`src/verilog/tad_pkg.sv`:
```
/*
  shared constants, state types and step-rate decoding for the transient
  acceleration event detector; assumes a 200 MHz system clock.
*/
package tad_pkg;
  localparam logic [7:0] ADDR_SRC = 8'h1E;
  localparam logic [7:0] ADDR_THS = 8'h1F;
  localparam logic [7:0] ADDR_CNT = 8'h20;
  localparam logic [7:0] SRC_RESET = 8'h00;
  localparam logic [7:0] THS_RESET = 8'h00;
  localparam logic [7:0] CNT_RESET = 8'h00;
  localparam int unsigned THS_MODE_BIT = 7;
  localparam int unsigned SRC_EA_BIT = 6;
  localparam int unsigned AXES = 3;
  // one threshold count is 63 mg, about 64 counts of 14-bit data at 8 g
  localparam int unsigned THS_SCALE_SHIFT = 6;
  localparam logic [1:0] FS_2G = 2'h0;
  localparam logic [1:0] FS_4G = 2'h1;
  localparam logic [1:0] FS_8G = 2'h2;
  localparam int unsigned CLK_PERIOD_NS = 5;
  localparam int unsigned STEP_BASE_NS = 1250000;
  localparam int unsigned STEP_BASE_CYCLES = STEP_BASE_NS / CLK_PERIOD_NS;
  localparam int unsigned BASE_W = 24;

  typedef enum logic [1:0] {
    TAD_OSR_NORMAL = 2'h0,
    TAD_OSR_LOW_POWER_LOW_NOISE_MODE = 2'h1,
    TAD_OSR_HIRES = 2'h2,
    TAD_OSR_LP = 2'h3
  } tad_osr_t;

  typedef struct packed {
    logic [AXES-1:0][7:0] dbc;
    logic [AXES-1:0] flag;
    logic [AXES-1:0] pol;
    logic ea;
    logic [7:0] ths;
    logic [7:0] cnt;
    logic [7:0] rdata;
  } tad_state_t;

  typedef struct packed {
    logic [BASE_W-1:0] base;
    logic [8:0] steps;
    logic tick;
  } tad_timer_t;

  // log2 of the step length in 1.25 ms units; odr code 0 is 800 Hz
  function automatic logic [3:0] tad_step_shift(input logic [2:0] odr, input tad_osr_t osr,
                                                 input logic hybrid);
    logic [3:0] s;
    s = (odr > 3'h4) ? 4'h4 : {1'b0, odr};
    unique case (osr)
      TAD_OSR_NORMAL: s = s;
      TAD_OSR_HIRES: s = (odr == 3'h0) ? 4'h0 : 4'h1;
      TAD_OSR_LOW_POWER_LOW_NOISE_MODE: s = (odr > 3'h4) ? 4'h6 : s;
      TAD_OSR_LP: s = (odr > 3'h5) ? 4'h7 : ((odr == 3'h5) ? 4'h6 : s);
    endcase
    return s + {3'h0, hybrid};
  endfunction
endpackage

```
`src/verilog/tad_step_timer.sv`:
```
/*
  debounce step timer: one-cycle tick at each effective sample period.
  assumes odr, oversampling and hybrid settings are quasi-static.
*/
`timescale 1ns/1ps
module tad_step_timer #(
  parameter int unsigned BASE_CYCLES = tad_pkg::STEP_BASE_CYCLES
) (
  // clock and reset
  input wire logic clk,
  input wire logic sys_rst,
  // rate selection
  input wire logic [2:0] odr_sel,
  input wire logic [1:0] osr_mode,
  input wire logic hybrid_mode,
  // step pulse
  output logic step_tick
);
  tad_pkg::tad_timer_t st_reg, st_next;
  logic [3:0] shift;
  logic [8:0] last_step;
  logic base_end;

  // trims the base period count to the counter width before comparing
  function automatic logic [tad_pkg::BASE_W-1:0] BASE_W_CAST(input int unsigned v);
    return v[tad_pkg::BASE_W-1:0];
  endfunction

  // step length from rate table; hybrid adds one doubling
  assign shift = tad_pkg::tad_step_shift(odr_sel, tad_pkg::tad_osr_t'(osr_mode), hybrid_mode);
  assign last_step = 9'((10'h001 << shift) - 10'h001);
  assign base_end = (st_reg.base == BASE_W_CAST(BASE_CYCLES - 1));

  // base count of 1.25 ms, then whole steps
  always_comb begin
    st_next = st_reg;
    st_next.tick = 1'b0;
    st_next.base = base_end ? '0 : st_reg.base + 1'b1;
    if (base_end) begin
      if (st_reg.steps >= last_step) begin
        st_next.steps = 9'h000;
        st_next.tick = 1'b1;
      end else begin
        st_next.steps = st_reg.steps + 9'h001;
      end
    end
  end

  always_ff @(posedge clk) begin
    if (sys_rst) begin
      st_reg <= '0;
    end else begin
      st_reg <= st_next;
    end
  end

  assign step_tick = st_reg.tick;

  a_tick_spacing: assert property (@(posedge clk) disable iff (sys_rst)
    st_reg.tick |-> (st_reg.base == '0) && ($past(st_reg.base) == BASE_W_CAST(BASE_CYCLES - 1)))
    else $error("step tick not at end of base period");
endmodule // tad_step_timer

```
`src/verilog/tad_detect.sv`:
```
/*
  transient acceleration event detector with its source, threshold and
  debounce count registers. assumes a simple byte register port driven by the
  serial interface logic, and 14-bit signed samples held between updates.
*/
`timescale 1ns/1ps
module tad_detect #(
  parameter int unsigned BASE_CYCLES = tad_pkg::STEP_BASE_CYCLES
) (
  // clock and reset
  input wire logic clk,
  input wire logic sys_rst,
  // register port
  input wire logic [7:0] reg_addr,
  input wire logic reg_wr_en,
  input wire logic [7:0] reg_wr_data,
  input wire logic reg_rd_en,
  output logic [7:0] reg_rd_data,
  // acceleration samples, raw and high-pass filtered
  input wire logic [2:0][13:0] accel_raw,
  input wire logic [2:0][13:0] accel_hpf,
  // configuration from neighbouring registers
  input wire logic hpf_bypass,
  input wire logic [2:0] axis_enable,
  input wire logic latch_enable,
  input wire logic per_axis_ths_en,
  input wire logic [6:0] y_threshold,
  input wire logic [6:0] z_threshold,
  input wire logic low_noise,
  input wire logic [1:0] fs_range,
  input wire logic [2:0] odr_sel,
  input wire logic [1:0] osr_mode,
  input wire logic hybrid_mode,
  // event out
  output logic transient_event
);
  tad_pkg::tad_state_t st, st_next;
  logic step_tick;
  logic src_rd;
  logic freeze;
  logic [1:0] rng;
  logic [2:0] cond;
  logic [2:0] neg;
  logic [2:0] fire;
  logic [2:0][6:0] ths_ax;
  logic [2:0][13:0] sample;
  logic [2:0][14:0] mag;
  logic [2:0][14:0] mag8;

  tad_step_timer #(
    .BASE_CYCLES(BASE_CYCLES)
  ) u_timer (
    .clk(clk),
    .sys_rst(sys_rst),
    .odr_sel(odr_sel),
    .osr_mode(osr_mode),
    .hybrid_mode(hybrid_mode),
    .step_tick(step_tick)
  );

  // magnitude of a signed 14-bit sample, widened so -8192 stays exact
  function automatic logic [14:0] abs14(input logic [13:0] v);
    return v[13] ? 15'(~{1'b1, v} + 15'h0001) : {1'b0, v};
  endfunction

  // low-noise forces the 4 g range whatever range is selected
  assign rng = low_noise ? tad_pkg::FS_4G : fs_range;
  assign src_rd = reg_rd_en && (reg_addr == tad_pkg::ADDR_SRC);
  // latched flags hold until a source read releases them
  assign freeze = latch_enable && st.ea && !src_rd;

  // per-axis data selection, scaling and threshold compare
  genvar g;
  generate
    for (g = 0; g < 3; g++) begin : g_axis
      assign sample[g] = hpf_bypass ? accel_raw[g] : accel_hpf[g];
      assign neg[g] = sample[g][13];
      assign mag[g] = abs14(sample[g]);
      // bring data to 8 g counts so the threshold scale never moves
      assign mag8[g] = (rng == tad_pkg::FS_2G) ? (mag[g] >> 2) :
                       ((rng == tad_pkg::FS_4G) ? (mag[g] >> 1) : mag[g]);
      assign cond[g] = axis_enable[g] &&
                       (mag8[g] > ({8'h00, ths_ax[g]} << tad_pkg::THS_SCALE_SHIFT));
    end
  endgenerate

  // thresholds: X from the register, Y and Z from outside when enabled
  always_comb begin
    ths_ax[0] = st.ths[6:0];
    ths_ax[1] = per_axis_ths_en ? y_threshold : st.ths[6:0];
    ths_ax[2] = per_axis_ths_en ? z_threshold : st.ths[6:0];
  end

  // register access, debounce and flag update in one next-state block
  always_comb begin
    st_next = st;
    fire = 3'h0;
    // register writes
    if (reg_wr_en && (reg_addr == tad_pkg::ADDR_THS)) begin
      st_next.ths = reg_wr_data;
    end
    if (reg_wr_en && (reg_addr == tad_pkg::ADDR_CNT)) begin
      st_next.cnt = reg_wr_data;
    end
    // reads capture the old value; unmapped offsets read zero
    if (reg_rd_en) begin
      unique case (reg_addr)
        tad_pkg::ADDR_SRC: st_next.rdata = {1'b0, st.ea, st.flag[2], st.pol[2],
                                            st.flag[1], st.pol[1], st.flag[0], st.pol[0]};
        tad_pkg::ADDR_THS: st_next.rdata = st.ths;
        tad_pkg::ADDR_CNT: st_next.rdata = st.cnt;
        default: st_next.rdata = 8'h00;
      endcase
    end
    // a source read clears flags and polarity
    if (src_rd) begin
      st_next.flag = 3'h0;
      st_next.pol = 3'h0;
    end
    // debounce only on step boundaries
    if (step_tick) begin
      for (int i = 0; i < 3; i++) begin
        if (cond[i]) begin
          st_next.dbc[i] = (st.dbc[i] == 8'hFF) ? 8'hFF : st.dbc[i] + 8'h01;
          // reaching the count register fires; a count of zero fires at once
          fire[i] = ({1'b0, st.dbc[i]} + 9'h001) >= {1'b0, st.cnt};
        end else if (!axis_enable[i] || st.ths[tad_pkg::THS_MODE_BIT]) begin
          st_next.dbc[i] = 8'h00;
        end else if (st.dbc[i] != 8'h00) begin
          st_next.dbc[i] = st.dbc[i] - 8'h01;
        end
        // a new event wins over a same-cycle read clear
        if (fire[i] && !freeze) begin
          st_next.flag[i] = 1'b1;
          st_next.pol[i] = neg[i];
        end
      end
    end
    st_next.ea = |st_next.flag;
  end

  // state register
  always_ff @(posedge clk) begin
    if (sys_rst) begin
      st <= '0;
      st.ths <= tad_pkg::THS_RESET;
      st.cnt <= tad_pkg::CNT_RESET;
      st.rdata <= tad_pkg::SRC_RESET;
    end else begin
      st <= st_next;
    end
  end

  assign reg_rd_data = st.rdata;
  assign transient_event = st.ea;

  a_ea_summary: assert property (@(posedge clk) disable iff (sys_rst)
    st.ea == (st.flag != 3'h0))
    else $error("summary bit disagrees with axis flags");

  a_flag_cause: assert property (@(posedge clk) disable iff (sys_rst)
    $rose(st.flag[0]) |-> $past(cond[0]) && $past(step_tick))
    else $error("x flag rose without over-threshold step");

  a_pol_sense: assert property (@(posedge clk) disable iff (sys_rst)
    $rose(st.flag[1]) |-> st.pol[1] == $past(neg[1]))
    else $error("y polarity does not match sample sign");

  a_latch_hold: assert property (@(posedge clk) disable iff (sys_rst)
    (latch_enable && st.ea && !src_rd) |=> $stable(st.flag) && $stable(st.pol))
    else $error("latched flags changed before read");

  a_read_clear: assert property (@(posedge clk) disable iff (sys_rst)
    (src_rd && !step_tick) |=> (st.flag == 3'h0) && !st.ea)
    else $error("source read did not clear flags");

  a_dec_mode: assert property (@(posedge clk) disable iff (sys_rst)
    (step_tick && axis_enable[0] && !cond[0] && !st.ths[7] && st.dbc[0] != 8'h00)
    |=> st.dbc[0] == 8'($past(st.dbc[0]) - 8'h01))
    else $error("debounce counter did not decrement");

  a_clear_mode: assert property (@(posedge clk) disable iff (sys_rst)
    (step_tick && !cond[2] && st.ths[7]) |=> st.dbc[2] == 8'h00)
    else $error("debounce counter not cleared");

  a_axis_off: assert property (@(posedge clk) disable iff (sys_rst)
    $rose(st.flag[2]) |-> $past(axis_enable[2]))
    else $error("disabled z axis raised its flag");

  a_step_only: assert property (@(posedge clk) disable iff (sys_rst)
    !step_tick |=> $stable(st.dbc))
    else $error("debounce counters moved between steps");

  // per-axis repeats: a slip in one generate lane would hide behind the x checks
  a_cause_y: assert property (@(posedge clk) disable iff (sys_rst)
    $rose(st.flag[1]) |-> $past(cond[1]) && $past(step_tick))
    else $error("y flag rose without over-threshold step");

  a_cause_z: assert property (@(posedge clk) disable iff (sys_rst)
    $rose(st.flag[2]) |-> $past(cond[2]) && $past(step_tick))
    else $error("z flag rose without over-threshold step");

  a_pol_x: assert property (@(posedge clk) disable iff (sys_rst)
    $rose(st.flag[0]) |-> st.pol[0] == $past(neg[0]))
    else $error("x polarity does not match sample sign");

  a_pol_z: assert property (@(posedge clk) disable iff (sys_rst)
    $rose(st.flag[2]) |-> st.pol[2] == $past(neg[2]))
    else $error("z polarity does not match sample sign");

  a_pol_update: assert property (@(posedge clk) disable iff (sys_rst)
    (step_tick && fire[0] && !freeze) |=> st.flag[0] && (st.pol[0] == $past(neg[0])))
    else $error("later x event did not update flag and polarity");

  a_axis_off_x: assert property (@(posedge clk) disable iff (sys_rst)
    $rose(st.flag[0]) |-> $past(axis_enable[0]))
    else $error("disabled x axis raised its flag");

  a_axis_off_y: assert property (@(posedge clk) disable iff (sys_rst)
    $rose(st.flag[1]) |-> $past(axis_enable[1]))
    else $error("disabled y axis raised its flag");

  a_axis_dbc: assert property (@(posedge clk) disable iff (sys_rst)
    (step_tick && !axis_enable[1]) |=> st.dbc[1] == 8'h00)
    else $error("disabled y axis kept a debounce count");

  // threshold selection; the x and shared checks read the mux, the y and z own-threshold checks the pins
  a_ths_x_reg: assert property (@(posedge clk) disable iff (sys_rst)
    ths_ax[0] == st.ths[6:0])
    else $error("x threshold not taken from the register");

  a_ths_shared: assert property (@(posedge clk) disable iff (sys_rst)
    !per_axis_ths_en |-> (ths_ax[1] == st.ths[6:0]) && (ths_ax[2] == st.ths[6:0]))
    else $error("shared threshold not used for y and z");

  a_ths_y_own: assert property (@(posedge clk) disable iff (sys_rst)
    (per_axis_ths_en && axis_enable[1] && (mag8[1] > {2'b00, y_threshold, 6'h00})) |-> cond[1])
    else $error("y over its own threshold without condition");

  a_ths_z_own: assert property (@(posedge clk) disable iff (sys_rst)
    (per_axis_ths_en && axis_enable[2] && (mag8[2] > {2'b00, z_threshold, 6'h00})) |-> cond[2])
    else $error("z over its own threshold without condition");

  // range scaling keeps one threshold count the same acceleration
  a_scale_8g: assert property (@(posedge clk) disable iff (sys_rst)
    (rng == tad_pkg::FS_8G) |-> mag8[0] == mag[0])
    else $error("8 g data was rescaled");

  a_scale_4g: assert property (@(posedge clk) disable iff (sys_rst)
    (rng == tad_pkg::FS_4G) |-> mag8[1] == {1'b0, mag[1][14:1]})
    else $error("4 g data not halved");

  a_scale_2g: assert property (@(posedge clk) disable iff (sys_rst)
    (rng == tad_pkg::FS_2G) |-> mag8[2] == {2'b00, mag[2][14:2]})
    else $error("2 g data not quartered");

  a_low_noise: assert property (@(posedge clk) disable iff (sys_rst)
    low_noise |-> rng == tad_pkg::FS_4G)
    else $error("low-noise did not force the 4 g range");

  a_range_sel: assert property (@(posedge clk) disable iff (sys_rst)
    !low_noise |-> rng == fs_range)
    else $error("selected range not used");

  a_bypass_on: assert property (@(posedge clk) disable iff (sys_rst)
    hpf_bypass |-> sample[0] == accel_raw[0])
    else $error("bypass did not select raw data");

  a_bypass_off: assert property (@(posedge clk) disable iff (sys_rst)
    !hpf_bypass |-> sample[2] == accel_hpf[2])
    else $error("filtered data not selected");

  // debounce count and counter modes
  a_count_wait: assert property (@(posedge clk) disable iff (sys_rst)
    (step_tick && cond[0] && (({1'b0, st.dbc[0]} + 9'h001) < {1'b0, st.cnt})) |=> !$rose(st.flag[0]))
    else $error("x flag rose before the debounce count");

  a_count_one: assert property (@(posedge clk) disable iff (sys_rst)
    (step_tick && cond[0] && (st.cnt == 8'h01) && !freeze) |=> st.flag[0])
    else $error("count of one did not fire on the first step");

  a_wr_count: assert property (@(posedge clk) disable iff (sys_rst)
    (reg_wr_en && (reg_addr == tad_pkg::ADDR_CNT)) |=> st.cnt == $past(reg_wr_data))
    else $error("count register write lost");

  a_wr_ths: assert property (@(posedge clk) disable iff (sys_rst)
    (reg_wr_en && (reg_addr == tad_pkg::ADDR_THS)) |=> st.ths == $past(reg_wr_data))
    else $error("threshold register write lost");

  a_dec_floor: assert property (@(posedge clk) disable iff (sys_rst)
    (step_tick && axis_enable[1] && !cond[1] && !st.ths[7] && (st.dbc[1] == 8'h00)) |=> st.dbc[1] == 8'h00)
    else $error("debounce counter wrapped below zero");

  a_clear_x: assert property (@(posedge clk) disable iff (sys_rst)
    (step_tick && !cond[0] && st.ths[7]) |=> st.dbc[0] == 8'h00)
    else $error("x debounce counter not cleared");

  // source register behaviour seen by the host
  a_flag_sticky: assert property (@(posedge clk) disable iff (sys_rst)
    (st.flag[0] && !src_rd) |=> st.flag[0])
    else $error("x flag dropped without a source read");

  a_src_snap: assert property (@(posedge clk) disable iff (sys_rst)
    src_rd |=> !st.rdata[7] && (st.rdata[6] == $past(st.ea)) && (st.rdata[1] == $past(st.flag[0])))
    else $error("source read did not return the old flags");

  a_ea_out: assert property (@(posedge clk) disable iff (sys_rst)
    transient_event == (st.flag != 3'h0))
    else $error("event output disagrees with axis flags");

  a_tick_only: assert property (@(posedge clk) disable iff (sys_rst)
    !step_tick |=> !$rose(st.flag[1]))
    else $error("y flag rose between steps");
endmodule // tad_detect

```
`config.mk`:
```
export PLATFORM = sky130hd
export DESIGN_NAME = tad_detect
export DESIGN_NICKNAME = d
export VERILOG_FILES = /design/src/verilog/tad_pkg.sv /design/src/verilog/tad_step_timer.sv /design/src/verilog/tad_detect.sv
export SDC_FILE = /design/constraint.sdc
export NUM_CORES = 1
export LEC_CHECK = 0
export ABC_AREA = 0
export BUFFER_PORTS_ARGS = -buffer_cell sky130_fd_sc_hd__buf_2
export CORE_UTILIZATION = 60
export DETAILED_ROUTE_END_ITERATION = 12
export GPL_TIMING_DRIVEN = 1
export PLACE_DENSITY = 0.89
export REMOVE_ABC_BUFFERS = 1
export SYNTH_ARGS = -nofsm -noshare
export SYNTH_HDL_FRONTEND = slang
export SYNTH_SLANG_ARGS = --single-unit
```
`constraint.sdc`:
```
create_clock -name clk -period 16.97 [get_ports clk]
set_input_delay 2.5455 -clock clk [delete_from_list [all_inputs] [get_ports clk]]
set_output_delay 2.5455 -clock clk [all_outputs]
set_load 0.005 [all_outputs]
```
Yosys cells after proc, flatten, opt, wreduce, memory -nomap -nowiden
Index checks and enable logic that the tools add are counted.
- bits in latches: 0
- memory bits (writable): 0
- bits in read-only memories: 0
- logic and storage cells: 138
- bits of input ports: 133
- output and inout port bits: 9
- memories kept: 0
- register bits: 89
- $mul: 0
- div/mod/pow operators: 0
- add/sub/neg operators: 16
- magnitude comparators: 9
- reductions and logical operators: 34
- multiplexer cells: 50
- bitwise gates (word level): 4
- shift-type cells: 1
- equality and inequality tests: 12
- operator list (operator ; number):
    $mux W15 ; 9
    $mux W8 ; 12
    $add A15 B1 Y15 const B ; 3
    $gt A15 B13 Y1 ; 3
    $not A15 Y15 ; 3
    $mux W14 ; 3
    $add A8 B1 Y9 const B ; 3
    $ge A9 B8 Y1 ; 3
    $add A24 B1 Y24 const B ; 1
    $add A8 B1 Y8 const B ; 3
    $eq A24 B18 Y1 const B ; 1
    $eq A8 B8 Y1 const B ; 3
    $pmux W8 S3 ; 1
    $reduce_bool A8 Y1 ; 3
    $sub A8 B1 Y8 const B ; 3
    $eq A8 B5 Y1 const B ; 2
    $pmux W4 S4 ; 1
    $mux W1 ; 14
    $mux W7 ; 2
    $mux W4 ; 3
    $mux W6 ; 2
    $logic_and A1 B1 Y1 ; 11
    $add A9 B1 Y9 const B ; 1
    $ge A9 B9 Y1 ; 1
    20 further kinds ; 35

Longest topological paths before layout
- depth after elaboration: 14
- mapped depth: 27
- gate-level depth less buffers: 20

By module
A second synthesis with hierarchy kept.
- cell total of the unflattened synthesis: 1176
- area total of the unflattened synthesis: 9125.0 sq um
- modules (own cells, without submodules) (module ; area an instance (sq um) ; instances ; seq. area each (sq um) ; cells an instance):
    tad_detect ; 7018.0 ; 1 ; 1101.1 ; 938
    tad_step_timer ; 2107.0 ; 1 ; 680.7 ; 238

Least setup slack after synthesis
Ideal clock, no wire load.
- path kind: in2reg
- start point: input hpf_bypass
- end point: register st[31] in the netlist's numbering
- library setup time: 0.116 ns
- path buffers: 7
- stages on the path: 26
- required time: 16.854 ns
- slack: 8.960 ns
- data arrival time: 7.893 ns
- path through: buf_6 > buf_4 > buf_2 > buf_2 > buf_2 > buf_2 > buf_1 > mux2i_1 > ha_1 > or4b_2 > a21oi_1 > a41oi_1 > a21oi_1 > xor2_1 > inv_1 > a22oi_1 > o22a_1 > ha_1 > nand4_1 > a2111oi_0 > o22ai_1 > a2111o_1 > o221ai_2 > nor2_1 > a211o_1 > o211a_1
- longest elaborated chain between the ends: 10
- elaborated cells on any way between the ends: 11
- classes of those cells: add/sub: 1; order compare: 1; mux: 5; bitwise: 1; reduce/logical: 3
- RTL lines (element ; RTL line ; text):
    start: declaration ; tad_detect.sv:23 ; input wire logic hpf_bypass,
    $mux W14 (*) ; tad_detect.sv:76 ; assign sample[g] = hpf_bypass ? accel_raw[g] : accel_hpf[g];
    $not A15 Y15 ; tad_detect.sv:63 ; return v[13] ? 15'(~{1'b1, v} + 15'h0001) : {1'b0, v};
    $add A15 B1 Y15 ; tad_detect.sv:63 ;
    $mux W15 (*) ; tad_detect.sv:63 ;
    $mux W15 ; tad_detect.sv:81 ; ((rng == tad_pkg::FS_4G) ? (mag[g] >> 1) : mag[g]);
    $mux W15 (*) ; tad_detect.sv:80 ; assign mag8[g] = (rng == tad_pkg::FS_2G) ? (mag[g] >> 2) :
    $gt A15 B13 Y1 (*) ; tad_detect.sv:83 ; (mag8[g] > ({8'h00, ths_ax[g]} << tad_pkg::THS_SCALE_SHIFT));
    $logic_and A1 B1 Y1 (*) ; tad_detect.sv:82 ; assign cond[g] = axis_enable[g] &&
    $reduce_bool A3 Y1 (no line) ; - ;
    $reduce_and A2 Y1 (no line) ; - ;
    end signal: assignment ; tad_detect.sv:150 ; st <= st_next;
    end: declaration ; tad_detect.sv:37 ; tad_pkg::tad_state_t st, st_next;
Every way passes the cells marked *; elsewhere a longest branch is shown, timed or not.
A chain may end at the register's enable or synchronous reset.

Final worst setup path
- start point: input hpf_bypass
- end point: register st[53] in the netlist's numbering
The elaborated chain is that of the path after synthesis.

==> reports/results.ini <==
[clock_network]
clock_path_buffers = 2
cts.htree.levels = 3
cts.sinks = 89
cts_resized = 0
clk_pin_slew_ps = 70
cts_tree = done
cts_setup_buffers = 0
cts-root-buf = clkbuf_16
cts_buffers = 9
hold_buffers = 0
worst_skew_pair.late_latency_ps = 350

[floorplanning]
coreArea_um2 = 13990
start_util = 0.6189
num_rows = 43
dieArea_um2 = 14910
die_height_um = 122.1
die-width_um = 122.1
io_pins = 142

[timing]
post-route-min-period_ps = 7915
worst_pin_slew_ps = 1229
timing.fmax_mhz = 126.3
finalSetupTns_ps = 0
period_share = 0.4664
clock_skew_ps = 5.289
rsz0062_at_grt = false
max-slew-margin-rel = 0.1806
setup_viol = 0
hold_viol = 0
final_max_slew_viol_count = 0
holdWs_ps = 464.4

[pwr]
power_frac_comb = 0.279
p_sw_uw = 181.3
p_int_uw = 393.5
swShare = 0.3154
p_seq_frac = 0.368
leakagePower_nw = 3.988
power_density_nw_per_um2 = 59.66
vdd_drop_max_mv = 0.06184
clkPwrFrac = 0.353
power.total_uw = 574.8

[yosys]
yosysTopAreaCell = dfxtp_1
synth.most_common_cell = nor2_1
syn_area_per_cell_um2 = 7.567
synth-async-reset-ratio = 0
synth_area_leaders = dfxtp_1, ha_1, nor2_1
syn_inst = 1144
ys_seq_area_frac = 0.2058
synth_area_um2 = 8657
ys_types = 79
synth_top_area_frac = 0.2058
synth_flop_cell = dfxtp_1
yosys-top-cells-count = nor2_1, dfxtp_1, nand2_1, a21oi_1, ha_1
yosys_register_bits = 89
synth-edff-count = 0
synth_warnings = 0

[grt]
grt_util_met2 = 0.5434
gr-usage-met3 = 0.05009
grt_max_degree = 75
gr-usage-all-layers = 0.3111
grt_pass1_vias = 8414
grtUsageMet1 = 0.3515
top_usage_layer = met2
antenna_found_initial = 0
grt_pass1_wl_um = 37660
overflow = 0

[min_path]
worstHoldPathType = register to register

[worst_setup_path]
required_ps = 17180
critPathLaunchType = input pin
cp-end-kind = register
arrival_ps = 8120
worstSetupPathType = input pin to register
crit_fanout = 74

[cells_and_area]
fillers = 1136
syn_to_final_growth_pct = 11.30
largest_reg_flops = 46
post-route-util = 0.6888
fin_nets = 1447
drive_gt1_frac = 0.1605

[run_status]
status = completed

[drt]
routed_wl_um = 23740
drtAntennaViolNets = 0
dr.pass1.iters = 5
drcViolationCount = 0
avgRoutedWirePerCell_um = 16.62
route.vias.total = 9094
initialDrtViolationCount = 828
viasPerCell = 6.368

[placed_design]
dp_hpwl_um = 17960
portBuffers = 141
place_congestion = 0.9955

[flow_run]
cap_violations = 0

-- worst max-delay path, stage by stage --
cell	delay, ps
buf_4	290
buf_4	670
or4b_1	520
o22a_1	260
or3_1	380
o21ai_0	220
xor2_1	140
a22oi_1	170
o22ai_1	110
ha_1	300
nand2_1	60
or3_1	370
a221oi_1	210
o211ai_1	140
a2111oi_2	510
o21a_1	370
a41o_1	360
nand2b_1	300
o32ai_1	150
-- path summary, 6_finish.rpt --
check,to,from,cells past startpoint,slack (ps)
worst max register to register,st[53],st[20],13,13280
worst min register to register,st[26],st[26],2,460
worst max-delay path,st[53],hpf_bypass,19,9060
worst min-delay path,st[26],st[26],2,460
-- power by group through the flow --
stage	Sequential [mW]	Clock [mW]	Combinational (mW)
floorplan	0.216	0	0.101
global placement	0.216	0	0.151
detailed placement	0.216	0	0.155
CTS	0.211	0.204	0.157
global route	0.211	0.214	0.176
finish	0.211	0.203	0.160
-- cell families after synthesis --
kind of cell,after synthesis,synth area share
xor gates and xnor gates,77,0.07790
adders and majority gates,74,0.1067
muxes,56,0.06721
DFF,89,0.2058
and+or+nand+nor,433,0.2480
AOI/OAI and AO/OA,297,0.2341
buffers and inverters,118,0.06027
-- area by class of cell --
type,instances,area (um2),area share
well taps,180,225.2,0.02337
inverters,57,214.0,0.02220
repair buffers,147,753.2,0.07817
multi-input cells,937,6354,0.6594
clock buffers,10,229.0,0.02376
clock inverters,6,73.82,0.007661
diodes,2,5.005,0.0005194
flip-flops and latches,89,1782,0.1849
-- metal layers --
layer | up-vias | routed length, um
met5 | - | 0
met4 | 0 | 1224
met3 | 92 | 1728
met2 | 388 | 11290
met1 | 4214 | 9495
li1 | 4400 | -
-- stage by stage --
| stage | setup slack [ps] | instances | cell area, um2 |
|---|---|---|---|
| after floorplan | 10180 | 1083 | 8349 |
| after global placement | 8906 | 1410 | 9328 |
| after detailed placement | 8745 | 1410 | 9328 |
| after CTS | 9094 | 1426 | 9630 |
| after global routing | 8602 | 1426 | 9630 |
| final | 9055 | 1428 | 9635 |
-- placed cells by master (no fill, tap or decap), types with 22 or more instances in the layout --
cell type	instances
xnor2_1	39
dfxtp_1	89
a22oi_1	22
buf_2	140
nand2_1	82
nor2_1	133
xor2_1	38
nor3_1	33
inv_1	57
ha_1	73
o21ai_0	40
mux2i_1	39
a21oi_1	80
nand3_1	55
Power figures use the tool's default switching activity.
